## src/rtl/rivmap_params.svh

```systemverilog
// Purpose: constants of the reset and interrupt vector map
// Assumes: word addresses on the program memory side
// Notes: offsets are relative to the vector base
`ifndef RIVMAP_PARAMS_SVH
`define RIVMAP_PARAMS_SVH
`define RIV_ADDR_W 16
`define RIV_NUM_IRQ 26
`define RIV_NUM_W 5
`define RIV_SYNC_STAGES 2
`define RIV_RESET_ADDR 16'h0000
`define RIV_APP_BASE 16'h0000
`define RIV_FUSE_PROG 1'b0
`define RIV_OFS_EXT0 16'h0001
`define RIV_OFS_EXT1 16'h0002
`define RIV_OFS_PCG0 16'h0003
`define RIV_OFS_PCG1 16'h0004
`define RIV_OFS_PCG2 16'h0005
`define RIV_OFS_WDOG 16'h0006
`define RIV_OFS_T2MA 16'h0007
`define RIV_OFS_T2MB 16'h0008
`define RIV_OFS_T2WR 16'h0009
`define RIV_OFS_T1CP 16'h000a
`define RIV_OFS_T1MA 16'h000b
`define RIV_OFS_T1MB 16'h000c
`define RIV_OFS_T1WR 16'h000d
`define RIV_OFS_T0MA 16'h000e
`define RIV_OFS_T0MB 16'h000f
`define RIV_OFS_T0WR 16'h0010
`define RIV_OFS_SPI 16'h0011
`define RIV_OFS_SRX 16'h0012
`define RIV_OFS_STXE 16'h0013
`define RIV_OFS_STX 16'h0014
`define RIV_OFS_ADC 16'h0015
`define RIV_OFS_EEP 16'h0016
`define RIV_OFS_CMP 16'h0017
`define RIV_OFS_TWO 16'h0018
`define RIV_OFS_STORE 16'h0019
`define RIV_OFS_SSTART 16'h001a
`endif

```

## src/rtl/rivmap_pkg.sv

```systemverilog
// Purpose: types and offset lookup of the vector map
// Assumes: rivmap_params.svh on the include path
// Notes: request index 0 is external request zero, 25 is serial start edge
`include "rivmap_params.svh"
package rivmap_pkg;
    typedef logic [`RIV_ADDR_W-1:0] riv_addr_t;
    typedef logic [`RIV_NUM_IRQ-1:0] riv_req_t;
    typedef logic [`RIV_NUM_W-1:0] riv_num_t;

    typedef enum logic [1:0] {
        ST_STRAP = 2'h0,
        ST_BOOT = 2'h1,
        ST_IDLE = 2'h2,
        ST_OFFER = 2'h3
    } riv_state_e;

    typedef struct packed {
        riv_state_e state;
        logic [`RIV_SYNC_STAGES-1:0] fuse_sync;
        logic [1:0] strap_cnt;
        logic fuse;
        logic vsel;
        logic is_reset;
        riv_num_t num;
        riv_addr_t addr;
        riv_req_t pend;
    } riv_state_s;

    function automatic riv_addr_t riv_vec_ofs(input riv_num_t n);
        case (n)
            5'h00: riv_vec_ofs = `RIV_OFS_EXT0;
            5'h01: riv_vec_ofs = `RIV_OFS_EXT1;
            5'h02: riv_vec_ofs = `RIV_OFS_PCG0;
            5'h03: riv_vec_ofs = `RIV_OFS_PCG1;
            5'h04: riv_vec_ofs = `RIV_OFS_PCG2;
            5'h05: riv_vec_ofs = `RIV_OFS_WDOG;
            5'h06: riv_vec_ofs = `RIV_OFS_T2MA;
            5'h07: riv_vec_ofs = `RIV_OFS_T2MB;
            5'h08: riv_vec_ofs = `RIV_OFS_T2WR;
            5'h09: riv_vec_ofs = `RIV_OFS_T1CP;
            5'h0a: riv_vec_ofs = `RIV_OFS_T1MA;
            5'h0b: riv_vec_ofs = `RIV_OFS_T1MB;
            5'h0c: riv_vec_ofs = `RIV_OFS_T1WR;
            5'h0d: riv_vec_ofs = `RIV_OFS_T0MA;
            5'h0e: riv_vec_ofs = `RIV_OFS_T0MB;
            5'h0f: riv_vec_ofs = `RIV_OFS_T0WR;
            5'h10: riv_vec_ofs = `RIV_OFS_SPI;
            5'h11: riv_vec_ofs = `RIV_OFS_SRX;
            5'h12: riv_vec_ofs = `RIV_OFS_STXE;
            5'h13: riv_vec_ofs = `RIV_OFS_STX;
            5'h14: riv_vec_ofs = `RIV_OFS_ADC;
            5'h15: riv_vec_ofs = `RIV_OFS_EEP;
            5'h16: riv_vec_ofs = `RIV_OFS_CMP;
            5'h17: riv_vec_ofs = `RIV_OFS_TWO;
            5'h18: riv_vec_ofs = `RIV_OFS_STORE;
            5'h19: riv_vec_ofs = `RIV_OFS_SSTART;
            default: riv_vec_ofs = `RIV_RESET_ADDR;
        endcase
    endfunction : riv_vec_ofs
endpackage : rivmap_pkg

```

## src/rtl/rivmap_pick_if.sv

```systemverilog
// Purpose: carries pending requests to the picker and the winner back
// Assumes: one clock domain, purely combinational path
// Notes: hit is low when nothing is pending
`timescale 1ns/1ps
interface rivmap_pick_if;
    import rivmap_pkg::*;
    riv_req_t pending;
    logic hit;
    riv_num_t num;
    modport picker (input pending, output hit, output num);
    modport user (output pending, input hit, input num);
endinterface : rivmap_pick_if

```

## src/rtl/rivmap_top.sv

```systemverilog
// Purpose: offers the reset target and interrupt vector addresses to the core
// Assumes: requests come from same-clock logic, fuse from a pin
// Notes: one offer at a time, held until the core acknowledges it
`timescale 1ns/1ps
`include "rivmap_params.svh"
module rivmap_top (
    input wire logic SYS_CLK_IN,
    input wire logic RESETN_IN,
    input wire logic BOOT_RESET_FUSE_IN,
    input wire rivmap_pkg::riv_addr_t BOOT_RESET_ADDR_IN,
    input wire logic VECTOR_BASE_SELECT_IN,
    input wire logic GLOBAL_IRQ_EN_IN,
    input wire rivmap_pkg::riv_req_t IRQ_REQ_IN,
    input wire logic FETCH_ACK_IN,
    output logic FETCH_VALID_OUT,
    output rivmap_pkg::riv_addr_t FETCH_ADDR_OUT,
    output logic FETCH_IS_RESET_OUT,
    output rivmap_pkg::riv_num_t FETCH_NUM_OUT
);
    import rivmap_pkg::*;

    riv_state_s st_q;
    riv_state_s st_d;
    riv_addr_t vec_base;
    riv_addr_t reset_target;

    rivmap_pick_if pick_bus ();

    rivmap_pick u_pick (
        .pick(pick_bus.picker)
    );

    // a masked core sees no new offers, but a pending offer is still held
    assign pick_bus.pending = GLOBAL_IRQ_EN_IN ? IRQ_REQ_IN : '0;

    // boot address is a configuration input, never computed here
    assign reset_target = (st_q.fuse == `RIV_FUSE_PROG) ?
        BOOT_RESET_ADDR_IN : `RIV_RESET_ADDR;
    // base follows the select bit only, independent of the fuse
    assign vec_base = VECTOR_BASE_SELECT_IN ?
        BOOT_RESET_ADDR_IN : `RIV_APP_BASE;

    always_comb begin
        st_d = st_q;
        st_d.fuse_sync = {st_q.fuse_sync[0], BOOT_RESET_FUSE_IN};
        case (st_q.state)
            ST_STRAP: begin
                // wait for the synchroniser to fill before catching the strap
                st_d.strap_cnt = st_q.strap_cnt + 2'h1;
                if (st_q.strap_cnt == 2'(`RIV_SYNC_STAGES)) begin
                    st_d.fuse = st_q.fuse_sync[`RIV_SYNC_STAGES-1];
                    st_d.state = ST_BOOT;
                end
            end
            ST_BOOT: begin
                st_d.is_reset = 1'b1;
                st_d.num = '0;
                st_d.addr = reset_target;
                st_d.state = ST_OFFER;
            end
            ST_IDLE: begin
                if (pick_bus.hit) begin
                    st_d.is_reset = 1'b0;
                    st_d.num = pick_bus.num;
                    st_d.vsel = VECTOR_BASE_SELECT_IN;
                    st_d.pend = pick_bus.pending;
                    st_d.addr = vec_base + riv_vec_ofs(pick_bus.num);
                    st_d.state = ST_OFFER;
                end
            end
            ST_OFFER: begin
                if (FETCH_ACK_IN) begin
                    st_d.is_reset = 1'b0;
                    st_d.state = ST_IDLE;
                end
            end
            default: begin
                st_d.state = ST_STRAP;
            end
        endcase
    end

    always_ff @(posedge SYS_CLK_IN or negedge RESETN_IN) begin
        if (!RESETN_IN) begin
            st_q <= '{state: ST_STRAP, fuse_sync: '1, strap_cnt: 2'h0, fuse: 1'b1,
                      vsel: 1'b0, is_reset: 1'b0, num: '0, addr: '0, pend: '0};
        end else begin
            st_q <= st_d;
        end
    end

    assign FETCH_VALID_OUT = (st_q.state == ST_OFFER);
    assign FETCH_ADDR_OUT = st_q.addr;
    assign FETCH_IS_RESET_OUT = st_q.is_reset;
    assign FETCH_NUM_OUT = st_q.num;

    // checks on the offers: addresses, order, priority and handshake

    a_reset_app_target: assert property (
        @(posedge SYS_CLK_IN) disable iff (!RESETN_IN)
        FETCH_VALID_OUT && FETCH_IS_RESET_OUT && st_q.fuse
        |-> FETCH_ADDR_OUT == `RIV_RESET_ADDR
    ) else $error("unprogrammed fuse reset target not zero");

    a_reset_boot_target: assert property (
        @(posedge SYS_CLK_IN) disable iff (!RESETN_IN)
        FETCH_VALID_OUT && FETCH_IS_RESET_OUT && !st_q.fuse
        |-> FETCH_ADDR_OUT == $past(BOOT_RESET_ADDR_IN)
    ) else $error("programmed fuse reset target not boot address");

    a_reset_first_offer: assert property (
        @(posedge SYS_CLK_IN) disable iff (!RESETN_IN)
        $rose(st_q.state == ST_BOOT) |=> FETCH_VALID_OUT && FETCH_IS_RESET_OUT
    ) else $error("reset target not offered first");

    a_ext_zero_slot: assert property (
        @(posedge SYS_CLK_IN) disable iff (!RESETN_IN)
        $rose(FETCH_VALID_OUT) && !FETCH_IS_RESET_OUT && !st_q.vsel
            && FETCH_NUM_OUT == 5'h00
        |-> FETCH_ADDR_OUT == `RIV_OFS_EXT0
    ) else $error("external request zero vector misplaced");

    a_table_offset: assert property (
        @(posedge SYS_CLK_IN) disable iff (!RESETN_IN)
        FETCH_VALID_OUT && !FETCH_IS_RESET_OUT && !st_q.vsel
        |-> FETCH_ADDR_OUT == riv_addr_t'(FETCH_NUM_OUT) + 16'h0001
    ) else $error("vector not at its table offset");

    a_last_entry: assert property (
        @(posedge SYS_CLK_IN) disable iff (!RESETN_IN)
        FETCH_VALID_OUT && !FETCH_IS_RESET_OUT && !st_q.vsel && FETCH_NUM_OUT == 5'h19
        |-> FETCH_ADDR_OUT == 16'h001a
    ) else $error("serial start edge vector misplaced");

    a_relocated_vec: assert property (
        @(posedge SYS_CLK_IN) disable iff (!RESETN_IN)
        $rose(FETCH_VALID_OUT) && !FETCH_IS_RESET_OUT && st_q.vsel
        |-> FETCH_ADDR_OUT == $past(BOOT_RESET_ADDR_IN) + riv_vec_ofs(FETCH_NUM_OUT)
    ) else $error("relocated vector not boot base plus offset");

    a_base_indep: assert property (
        @(posedge SYS_CLK_IN) disable iff (!RESETN_IN)
        $rose(FETCH_VALID_OUT) && !FETCH_IS_RESET_OUT && st_q.fuse && st_q.vsel
            && FETCH_NUM_OUT == 5'h00
        |-> FETCH_ADDR_OUT == $past(BOOT_RESET_ADDR_IN) + 16'h0001
    ) else $error("vector base tied to fuse");

    a_lowest_first: assert property (
        @(posedge SYS_CLK_IN) disable iff (!RESETN_IN)
        FETCH_VALID_OUT && !FETCH_IS_RESET_OUT
        |-> st_q.pend[FETCH_NUM_OUT]
            && (st_q.pend & ((riv_req_t'(1) << FETCH_NUM_OUT) - riv_req_t'(1))) == '0
    ) else $error("lower pending request skipped");

    a_offer_held: assert property (
        @(posedge SYS_CLK_IN) disable iff (!RESETN_IN)
        FETCH_VALID_OUT && !FETCH_ACK_IN
        |=> FETCH_VALID_OUT && $stable(FETCH_ADDR_OUT) && $stable(FETCH_NUM_OUT)
    ) else $error("offer changed before acknowledge");

    a_ack_release: assert property (
        @(posedge SYS_CLK_IN) disable iff (!RESETN_IN)
        FETCH_VALID_OUT && FETCH_ACK_IN |=> !FETCH_VALID_OUT
    ) else $error("offer not released after acknowledge");
endmodule : rivmap_top

```

## src/rtl/rivmap_pick.sv

```systemverilog
// Purpose: fixed priority pick of the lowest pending request
// Assumes: requests already gated by their local enables
// Notes: lowest index equals lowest table address
`timescale 1ns/1ps
`include "rivmap_params.svh"
module rivmap_pick (
    rivmap_pick_if.picker pick
);
    import rivmap_pkg::*;

    logic [`RIV_NUM_IRQ:0] below;
    riv_req_t grant;

    assign below[0] = 1'b0;
    genvar gi;
    generate
        for (gi = 0; gi < `RIV_NUM_IRQ; gi++) begin : g_chain
            assign below[gi+1] = below[gi] | pick.pending[gi];
            assign grant[gi] = pick.pending[gi] & ~below[gi];
        end
    endgenerate

    always_comb begin
        pick.num = '0;
        for (int i = 0; i < `RIV_NUM_IRQ; i++) begin
            if (grant[i]) begin
                pick.num = pick.num | riv_num_t'(i);
            end
        end
    end

    assign pick.hit = below[`RIV_NUM_IRQ];
endmodule : rivmap_pick

```

## config.mk

```make
export PLATFORM = sky130hd
export DESIGN_NAME = rivmap_top
export DESIGN_NICKNAME = d
export VERILOG_FILES = /design/src/rtl/rivmap_pkg.sv /design/src/rtl/rivmap_pick_if.sv /design/src/rtl/rivmap_top.sv /design/src/rtl/rivmap_pick.sv
export VERILOG_INCLUDE_DIRS = /design/src /design/src/rtl
export SDC_FILE = /design/constraint.sdc
export NUM_CORES = 1
export LEC_CHECK = 0
export ABC_AREA = 1
export BUFFER_PORTS_ARGS = -buffer_cell sky130_fd_sc_hd__buf_2
export CAP_MARGIN = 40
export CORE_MARGIN = 2
export CORE_UTILIZATION = 58
export DETAILED_ROUTE_END_ITERATION = 8
export GPL_ROUTABILITY_DRIVEN = 1
export PLACE_DENSITY_LB_ADDON = 0.08
export SYNTH_ARGS = -nofsm -noshare
export SYNTH_HDL_FRONTEND = slang
export SYNTH_SLANG_ARGS = --single-unit
```

## constraint.sdc

```tcl
create_clock -name SYS_CLK_IN -period 3 [get_ports SYS_CLK_IN]
set_clock_uncertainty 0.1 [all_clocks]
set_input_delay 0 -clock SYS_CLK_IN [delete_from_list [all_inputs] [get_ports SYS_CLK_IN]]
set_output_delay 0 -clock SYS_CLK_IN [all_outputs]
set_load 0.02 [all_outputs]
```

==> results.yml, run 1 <==
yosys:
  synth_edf_count: 0
  synth_adder_area_share_pct: 5.44
  yosys-top-cells-count: "nand2_1 (130), nand3_1 (56), inv_1 (41), nor2_1 (29), dfrtp_1 (26)"
  synth_xor_area_share_pct: 0.985
  synthMostInstantiatedCell: "nand2_1"
  yosys.area.top_type: "dfrtp_1"
  syn-cell-area_um2: 2670
  yosysWarnings: 0
  avgSynthCellArea_um2: 6.48
  ys_seq_elements: 29
  synth_area_leaders: "dfrtp_1 (24%), nand2_1 (18%), nand3_1 (11%), buf_4 (6.5%), inv_1 (5.8%)"
  synthFlopType: "dfrtp_1"
  synth_mux_area_share_pct: 0
  synthSimpleGateAreaFrac_pct: 41.6
  syn-num-nets: 471
  synth_top_family_by_area: "simple AND/OR/NAND/NOR gates"
  ys_seq_area_share_pct: 27.3
  synth-compound-area-share_pct: 9.80
  async_flop_share_pct: 100
  syn_inst: 412
  synth_top_area_share_pct: 24.4
  yosys.cell_types.count: 38
cts:
  htree_levels: 2
  cts.path.max_buffers: 2
  clock_sinks: 29
  cts_buffers: 5
  cts-root-buf: "clkbuf_8"
placement:
  pre_cts_slack_ns: -0.906
  port_buffers: 70
  dp_hpwl_mm: 5.32
  gp_congestion: 0.848
floorplanning:
  die_w_um: 71.8
  row_count: 24
  start_util_pct: 60.9
  die_h_um: 71.8
  pin_count: 71
global_route:
  grt_max_degree: 30
  grt-ovfl-total: 190
  grt_usage_pct: 86.5
timing:
  crit_endpoint: "FETCH_ADDR_OUT[12]$_DFFE_PN0P_/D"
  worstEpCategory: "sequential cell input"
run_status:
  first-error: "[ERROR GRT-0232] Routing congestion too high. Check the congestion heatmap in the GUI."
  stop_stage: "global routing"
  run_status: "aborted with a tool error"
-- per-layer routing --
metal	GRT overflow	GRT usage, %
met5	0	10.1
met4	60	101
met3	0	65.3
met2	130	110
met1	0	80.4
-- stage by stage --
step / instances / cell area (µm²) / util, %
4_1_cts: 590 / 3840 / 87.7
3_5_place_dp: 553 / 3310 / 75.6
3_3_place_gp: 553 / 3310 / 75.6
2_1_floorplan: 412 / 2740 / -
-- logic make-up after synthesis --
group | count (synthesis)
AO/OA/AOI/OAI | 48
AND/OR/NAND/NOR | 242
buffers and inverters | 79
adder cells (fa/ha/maj) | 11
XOR/XNOR | 3
flip-flops | 29
-- timing repair --
action / in CTS
pin swaps: 24
setup endpoints to repair: 11
gates resized for setup: 42
hold endpoints to repair: 36
setup buffers: 18
cloned: 1
hold buffers: 10
==> run 2, diff against run 1 <==
--- a/config.mk
+++ b/config.mk
@@ -10,10 +10,10 @@
 export BUFFER_PORTS_ARGS = -buffer_cell sky130_fd_sc_hd__buf_2
 export CAP_MARGIN = 40
 export CORE_MARGIN = 2
-export CORE_UTILIZATION = 58
+export CORE_UTILIZATION = 40
 export DETAILED_ROUTE_END_ITERATION = 8
 export GPL_ROUTABILITY_DRIVEN = 1
-export PLACE_DENSITY_LB_ADDON = 0.08
+export PLACE_DENSITY_LB_ADDON = 0.15
 export SYNTH_ARGS = -nofsm -noshare
 export SYNTH_HDL_FRONTEND = slang
 export SYNTH_SLANG_ARGS = --single-unit
==> run 2 against run 1 <==
The flow now finishes, with violations (setup timing). Synthesized cell count unchanged. Area after synthesis unchanged.
==> results.yml, run 2 <==
cts:
  htree_levels: 2
  cts.path.max_buffers: 2
  clock_sinks: 29
  clkTransAtPathRegs_ns: 0.06
  clk_latency_ns: 0.28
  cts_tree: "yes"
  cts_buffers: 5
  cts-root-buf: "clkbuf_8"
floorplanning:
  core_um2: 6390
  die_h_um: 85.7
  row_count: 29
  die_w_um: 85.7
  start_util_pct: 41.8
  pin_count: 71
  dieArea_um2: 7340
finish:
  final_common_cell: "nand2_1"
  layout.nets: 595
  layout-drive-gt1-share_pct: 45.6
  largest_reg_flops: 16
  synthToLayoutAreaGrowth_pct: 53.9
  layout_common_cells: "nand2_1 (107), buf_2 (65), buf_4 (59)"
  nFillCells: 561
  antenna_cells: 0
  final_util_pct: 64.3
yosys:
  synth_area_leaders: "dfrtp_1 (24%), nand2_1 (18%), nand3_1 (11%), buf_4 (6.5%), inv_1 (5.8%)"
  synth_top_area_share_pct: 24.4
  synth_edf_count: 0
  syn_inst: 412
  syn-cell-area_um2: 2670
  avgSynthCellArea_um2: 6.48
  yosys-top-cells-count: "nand2_1 (130), nand3_1 (56), inv_1 (41), nor2_1 (29), dfrtp_1 (26)"
  yosys.cell_types.count: 38
  ys_seq_elements: 29
  async_flop_share_pct: 100
  synthFlopType: "dfrtp_1"
  yosysWarnings: 0
  yosys.area.top_type: "dfrtp_1"
  synthMostInstantiatedCell: "nand2_1"
  ys_seq_area_share_pct: 27.3
  syn-num-nets: 471
global_route:
  grt_pass1_wl_mm: 12.4
  grt_pass1_vias: 2865
  grt_usage_pct: 20.8
  antenna_found_initial: 0
  grt-ovfl-total: 0
  grt_max_degree: 30
timing:
  worstMarginPinSlew_ns: 0.887
  setup_violations: 11
  slew_headroom_pct: 40.7
  hold_ws_ns: 0.0135
  max_freq_mhz: 283
  rsz0062_at_grt: "yes"
  hold_viol: 0
  period_minus_slack_ns: 3.53
  fin_ws_ns: -0.530
  period_share_pct: 118
  drv_slew: 0
run:
  cap_violations: 0
setup_path:
  arrival_ns: 3.60
  cp.required_ns: 3.07
  crit_path_end_kind: "flip-flop"
  critPathKind: "primary input to flip-flop"
  r2r-start: "st_q[55]"
  reg2reg_slack_ns: 1.08
  crit_start: "IRQ_REQ_IN[0]"
  crit_fanout: 5
  slowest_delay_ns: 0.41
  timing.rr.end: "FETCH_ADDR_OUT[3]"
  crit_top_cell: "nor2_4"
  ff2ff_path_depth: 9
  cp_slowest_cell: "ha_2"
  start_kind: "primary input"
detailed_routing:
  routed_wl_mm: 7.73
  drt_iter0_drc: 143
  vias: 3041
  first_pass_iters: 4
  avgViaCountPerCell: 4.95
  postRouteAntennaNets: 0
  wl_per_cell_um: 12.6
  drcViolationCount: 0
hold_path:
  holdPathEnd: "FETCH_ADDR_OUT[4]"
  hp-start: "BOOT_RESET_ADDR_IN[4]"
  min_path_cells: 5
  hold_path_class: "primary input to flip-flop"
placement:
  dp_hpwl_mm: 5.19
  port_buffers: 70
  pre_cts_slack_ns: -0.935
  gp_congestion: 0.801
run_status:
  run_status: "finished with violations"
  violations: "setup timing"
pwr:
  peakVddDrop_uv: 313
  p_per_area_nw_per_um2: 344
  p_leak_nw: 2.18
==> run 2: cell counts after synthesis <==
Identical to the previous run, type by type.
==> run 2: area by class of cell <==
type	count	area, µm²	area share, %
multi-input combinational	304	1930	47.0
sequential	29	729	17.8
timing repair buffer	152	1080	26.4
tap	77	96.3	2.35
clock inverter	1	5.00	0.122
inverter	44	165	4.02
clock buffer	7	96.3	2.35
==> run 2: worst max-delay path, delay by kind of cell <==
kind / cells / cell delay, ns
adder cells (fa/ha/maj): 2 / 0.55
buffers and inverters: 1 / 0.10
AND/OR/NAND/NOR: 25 / 2.63
AO/OA/AOI/OAI: 3 / 0.32
==> run 2: how the worst max path moves through the flow <==
| stage | endpoint |
|---|---|
| 3_5_place_dp | FETCH_ADDR_OUT[14] |
| 3_3_place_gp | FETCH_ADDR_OUT[14] |
| 4_1_cts | FETCH_ADDR_OUT[14] |
| 6_report | FETCH_ADDR_OUT[14] |
| 5_1_grt | FETCH_ADDR_OUT[14] |
| 2_1_floorplan | FETCH_ADDR_OUT[14] |
==> run 2: repair_timing <==
| item | CTS | global route |
|---|---|---|
| hold buffers | 13 | 0 |
| gates resized for setup | 37 | 79 |
| hold endpoints to repair | 39 | 0 |
| cloned | 0 | 0 |
| pin swaps | 10 | 43 |
| buffers inserted | 17 | 10 |
| setup endpoints to repair | 10 | 14 |
==> run 2: cells by family (layout without fill, tap and decap cells) <==
| family | count (synthesis) | count (layout) | share of synthesized area, % |
|---|---|---|---|
| and+or+nand+nor | 242 | 242 | 41.6 |
| buffers and inverters | 79 | 204 | 14.8 |
| AOI/OAI and AO/OA | 48 | 48 | 9.80 |
| DFF | 29 | 29 | 27.3 |
| adders and majority gates | 11 | 11 | 5.44 |
| xor gates and xnor gates | 3 | 3 | 0.985 |
==> run 2: through the flow <==
step	power, W	TNS, ns	cells	area [µm²]
floorplan	0.000783	-1.75	412	2740
global placement	0.000905	-6.84	571	3290
detailed placement	0.000911	-7.92	571	3290
CTS	0.00133	-2.76	607	3770
global route	0.00149	-7.41	614	4110
finish	0.00141	-3.78	614	4110
==> run 2: layer usage <==
metal | GRT usage, % | wire, µm
met2 | 36.2 | 3840
met3 | 2.60 | 378
met4 | 6.49 | 149
met5 | 0 | 0
met1 | 26.7 | 3350
==> run 2: power by group <==
part           leakage, nW  internal [W]  switching, W
Combinational         1.77      0.000266      0.000332
Sequential           0.357      0.000435     0.0000228
Clock               0.0542      0.000207      0.000151
Total                 2.18      0.000908      0.000505
Power figures use the tool's default switching activity.
==> run 3, diff against run 2 <==
==> constraint.sdc (replaced) <==
create_clock -name SYS_CLK_IN -period 3 [get_ports SYS_CLK_IN]
set_clock_uncertainty 0.1 [all_clocks]
set_input_delay 0.45 -clock SYS_CLK_IN [delete_from_list [all_inputs] [get_ports SYS_CLK_IN]]
set_output_delay 0.45 -clock SYS_CLK_IN [all_outputs]
set_load 0.02 [all_outputs]
==> run 3 against run 2 <==
Final cell count fell by 1.6%. Power rose by 2.7%. Critical endpoint is now FETCH_ADDR_OUT[4]. Critical path type unchanged. Combinational power fell by 6.7%. Fmax fell by 12%. Via count fell by 1.8%. Die area did not move. Non-clock buffer count fell by 10. Register-to-register slack improved by 0.02 ns. The run still ends with setup timing left. Critical path depth did not move.
==> results.yml, run 3 (synthesized netlist as in run 2, its figures left out) <==
run_status:
  run_status: "finished with violations"
  violations: "setup timing"
pwr:
  p_per_area_nw_per_um2: 368
  switchingPower_w: 0.000512
  p_seq_share_pct: 31.5
  p_int_w: 0.000940
  netSwitchingFraction_pct: 35.3
  p_comb_share_pct: 38.5
  p_leak_nw: 2.15
  peakVddDrop_uv: 402
  power_frac_clock_pct: 30.0
cts:
  cts.path.max_buffers: 2
  clk_latency_ns: 0.29
  cts_tree: "yes"
  clkTransAtPathRegs_ns: 0.07
  clock_sinks: 29
  cts-root-buf: "clkbuf_8"
  cts_buffers: 5
  htree_levels: 2
  hold_buffers: 0
finish:
  final_util_pct: 61.7
  stdcell_area_um2: 3940
  layout_common_cells: "nand2_1 (113), buf_4 (68), buf_2 (66)"
  layout-drive-gt1-share_pct: 43.8
  seqCellArea_um2: 729
  layout.nets: 585
  antenna_cells: 0
  largest_reg_flops: 16
  nFillCells: 582
  multiInputGateArea_um2: 1880
  final_common_cell: "nand2_1"
  synthToLayoutAreaGrowth_pct: 47.7
timing:
  period_share_pct: 134
  drv_slew: 0
  max_freq_mhz: 250
  slew_headroom_pct: 51.8
  hold_viol: 0
  rsz0062_at_grt: "yes"
  setup_violations: 15
  worstMarginPinSlew_ns: 0.722
  fin_ws_ns: -1.01
  period_minus_slack_ns: 4.01
hold_path:
  hold_path_class: "primary input to asynchronous set/reset pin"
detailed_routing:
  first_pass_iters: 4
  routed_wl_mm: 7.82
  drcViolationCount: 0
  avgViaCountPerCell: 4.94
  wl_per_cell_um: 13.0
  postRouteAntennaNets: 0
  drt_iter0_drc: 81
  vias: 2985
placement:
  pre_cts_slack_ns: -1.35
  place_area_um2: 3290
  gp_congestion: 0.837
  dp_hpwl_mm: 5.21
  port_buffers: 70
setup_path:
  critPathKind: "primary input to flip-flop"
  arrival_ns: 4.09
  crit_fanout: 5
  cp.required_ns: 3.09
  cp_slowest_cell: "fa_2"
  slowest_delay_ns: 0.37
  crit_path_end_kind: "flip-flop"
  start_kind: "primary input"
floorplanning:
  die_h_um: 85.7
  start_util_pct: 41.8
  row_count: 29
  die_w_um: 85.7
  core_um2: 6390
  pin_count: 71
  dieArea_um2: 7340
global_route:
  grt-ovfl-total: 0
  grt_pass1_wl_mm: 12.3
  grt_usage_pct: 20.6
  antenna_found_initial: 0
  grt_pass1_vias: 2810
  grt_max_degree: 30
run:
  cap_violations: 0
## run 3: cell types whose count changed in the layout (fill, tap and decap cells not counted), moves of 3 or more
| cell | before | now |
|---|---|---|
| inv_2 | 10 | 5 |
| nand2_2 | 21 | 16 |
| inv_1 | 33 | 36 |
| nand2_1 | 107 | 113 |
| dlygate4sd3_1 | 13 | 0 |
| nand3_2 | 12 | 9 |
| nand3_1 | 46 | 49 |
| buf_4 | 59 | 68 |
| o21ai_0 | 10 | 6 |
| o21ai_1 | 13 | 17 |
| buf_6 | 12 | 5 |
## run 3: metrics by stage
stage	hold WS (ns)	setup TNS, ns	instances	total power, W
6_report	0.0873	-10.98	604	0.00145
5_1_grt	0.142	-14.33	604	0.00152
4_1_cts	0.120	-8.85	602	0.00140
3_5_place_dp	0.254	-14.22	571	0.000908
3_3_place_gp	0.250	-13.05	571	0.000903
2_1_floorplan	0.0544	-6.92	412	0.000783
## run 3: critical path: cells and delay by family
kind | cells | cell delay (ns)
adder cells (fa/ha/maj) | 3 | 0.71
AO/OA/AOI/OAI | 1 | 0.09
buffers and inverters | 8 | 0.90
AND/OR/NAND/NOR | 19 | 1.92
## run 3: layout make-up
type                       instances  area share [%]
clock buffer                       6            2.10
clock inverter                     2           0.952
inverter                          44            4.32
multi-input combinational        304            47.7
sequential                        29            18.5
tap                               77            2.44
timing repair buffer             142            24.0
## run 3: per-layer routing
metal / part of all wire (%) / vias up / wire length [µm] / GRT usage (%)
met5: 0 / - / 0 / 0
met4: 2.5 / 0 / 193 / 5.77
met3: 3.1 / 19 / 240 / 3.46
met2: 51 / 52 / 3950 / 36.6
met1: 44 / 1372 / 3440 / 25.6
li1: - / 1542 / - / -
## run 3: what timing repair did
action / 4_1_cts / 5_1_grt
pin swaps: 11 / 24
gates resized for setup: 42 / 52
cloned: 0 / 0
endpoints found under the setup margin: 15 / 15
buffers inserted: 23 / 6
## run 3: path summary, 6_finish.rpt
kind                            cells past startpoint           endpoint          startpoint  slack [ns]
worst max-delay path                               31  FETCH_ADDR_OUT[4]       IRQ_REQ_IN[1]       -1.01
worst min-delay path                                1           st_q[51]           RESETN_IN        0.09
worst max register to register                      8  FETCH_ADDR_OUT[3]            st_q[55]        1.10
worst min register to register                      0           st_q[53]            st_d[53]        0.26
max in group asynchronous                           1  FETCH_ADDR_OUT[8]           RESETN_IN        2.27
min in group SYS_CLK_IN                             1           st_d[53]  BOOT_RESET_FUSE_IN        0.16
## run 3: power groups by stage
| stage | clock network, W | logic, W | registers (W) |
|---|---|---|---|
| finish | 0.000435 | 0.000558 | 0.000457 |
| detailed placement | 0 | 0.000443 | 0.000465 |
| global route | 0.000451 | 0.000611 | 0.000462 |
| floorplan | 0 | 0.000325 | 0.000459 |
| CTS | 0.000440 | 0.000498 | 0.000458 |
| global placement | 0 | 0.000440 | 0.000463 |
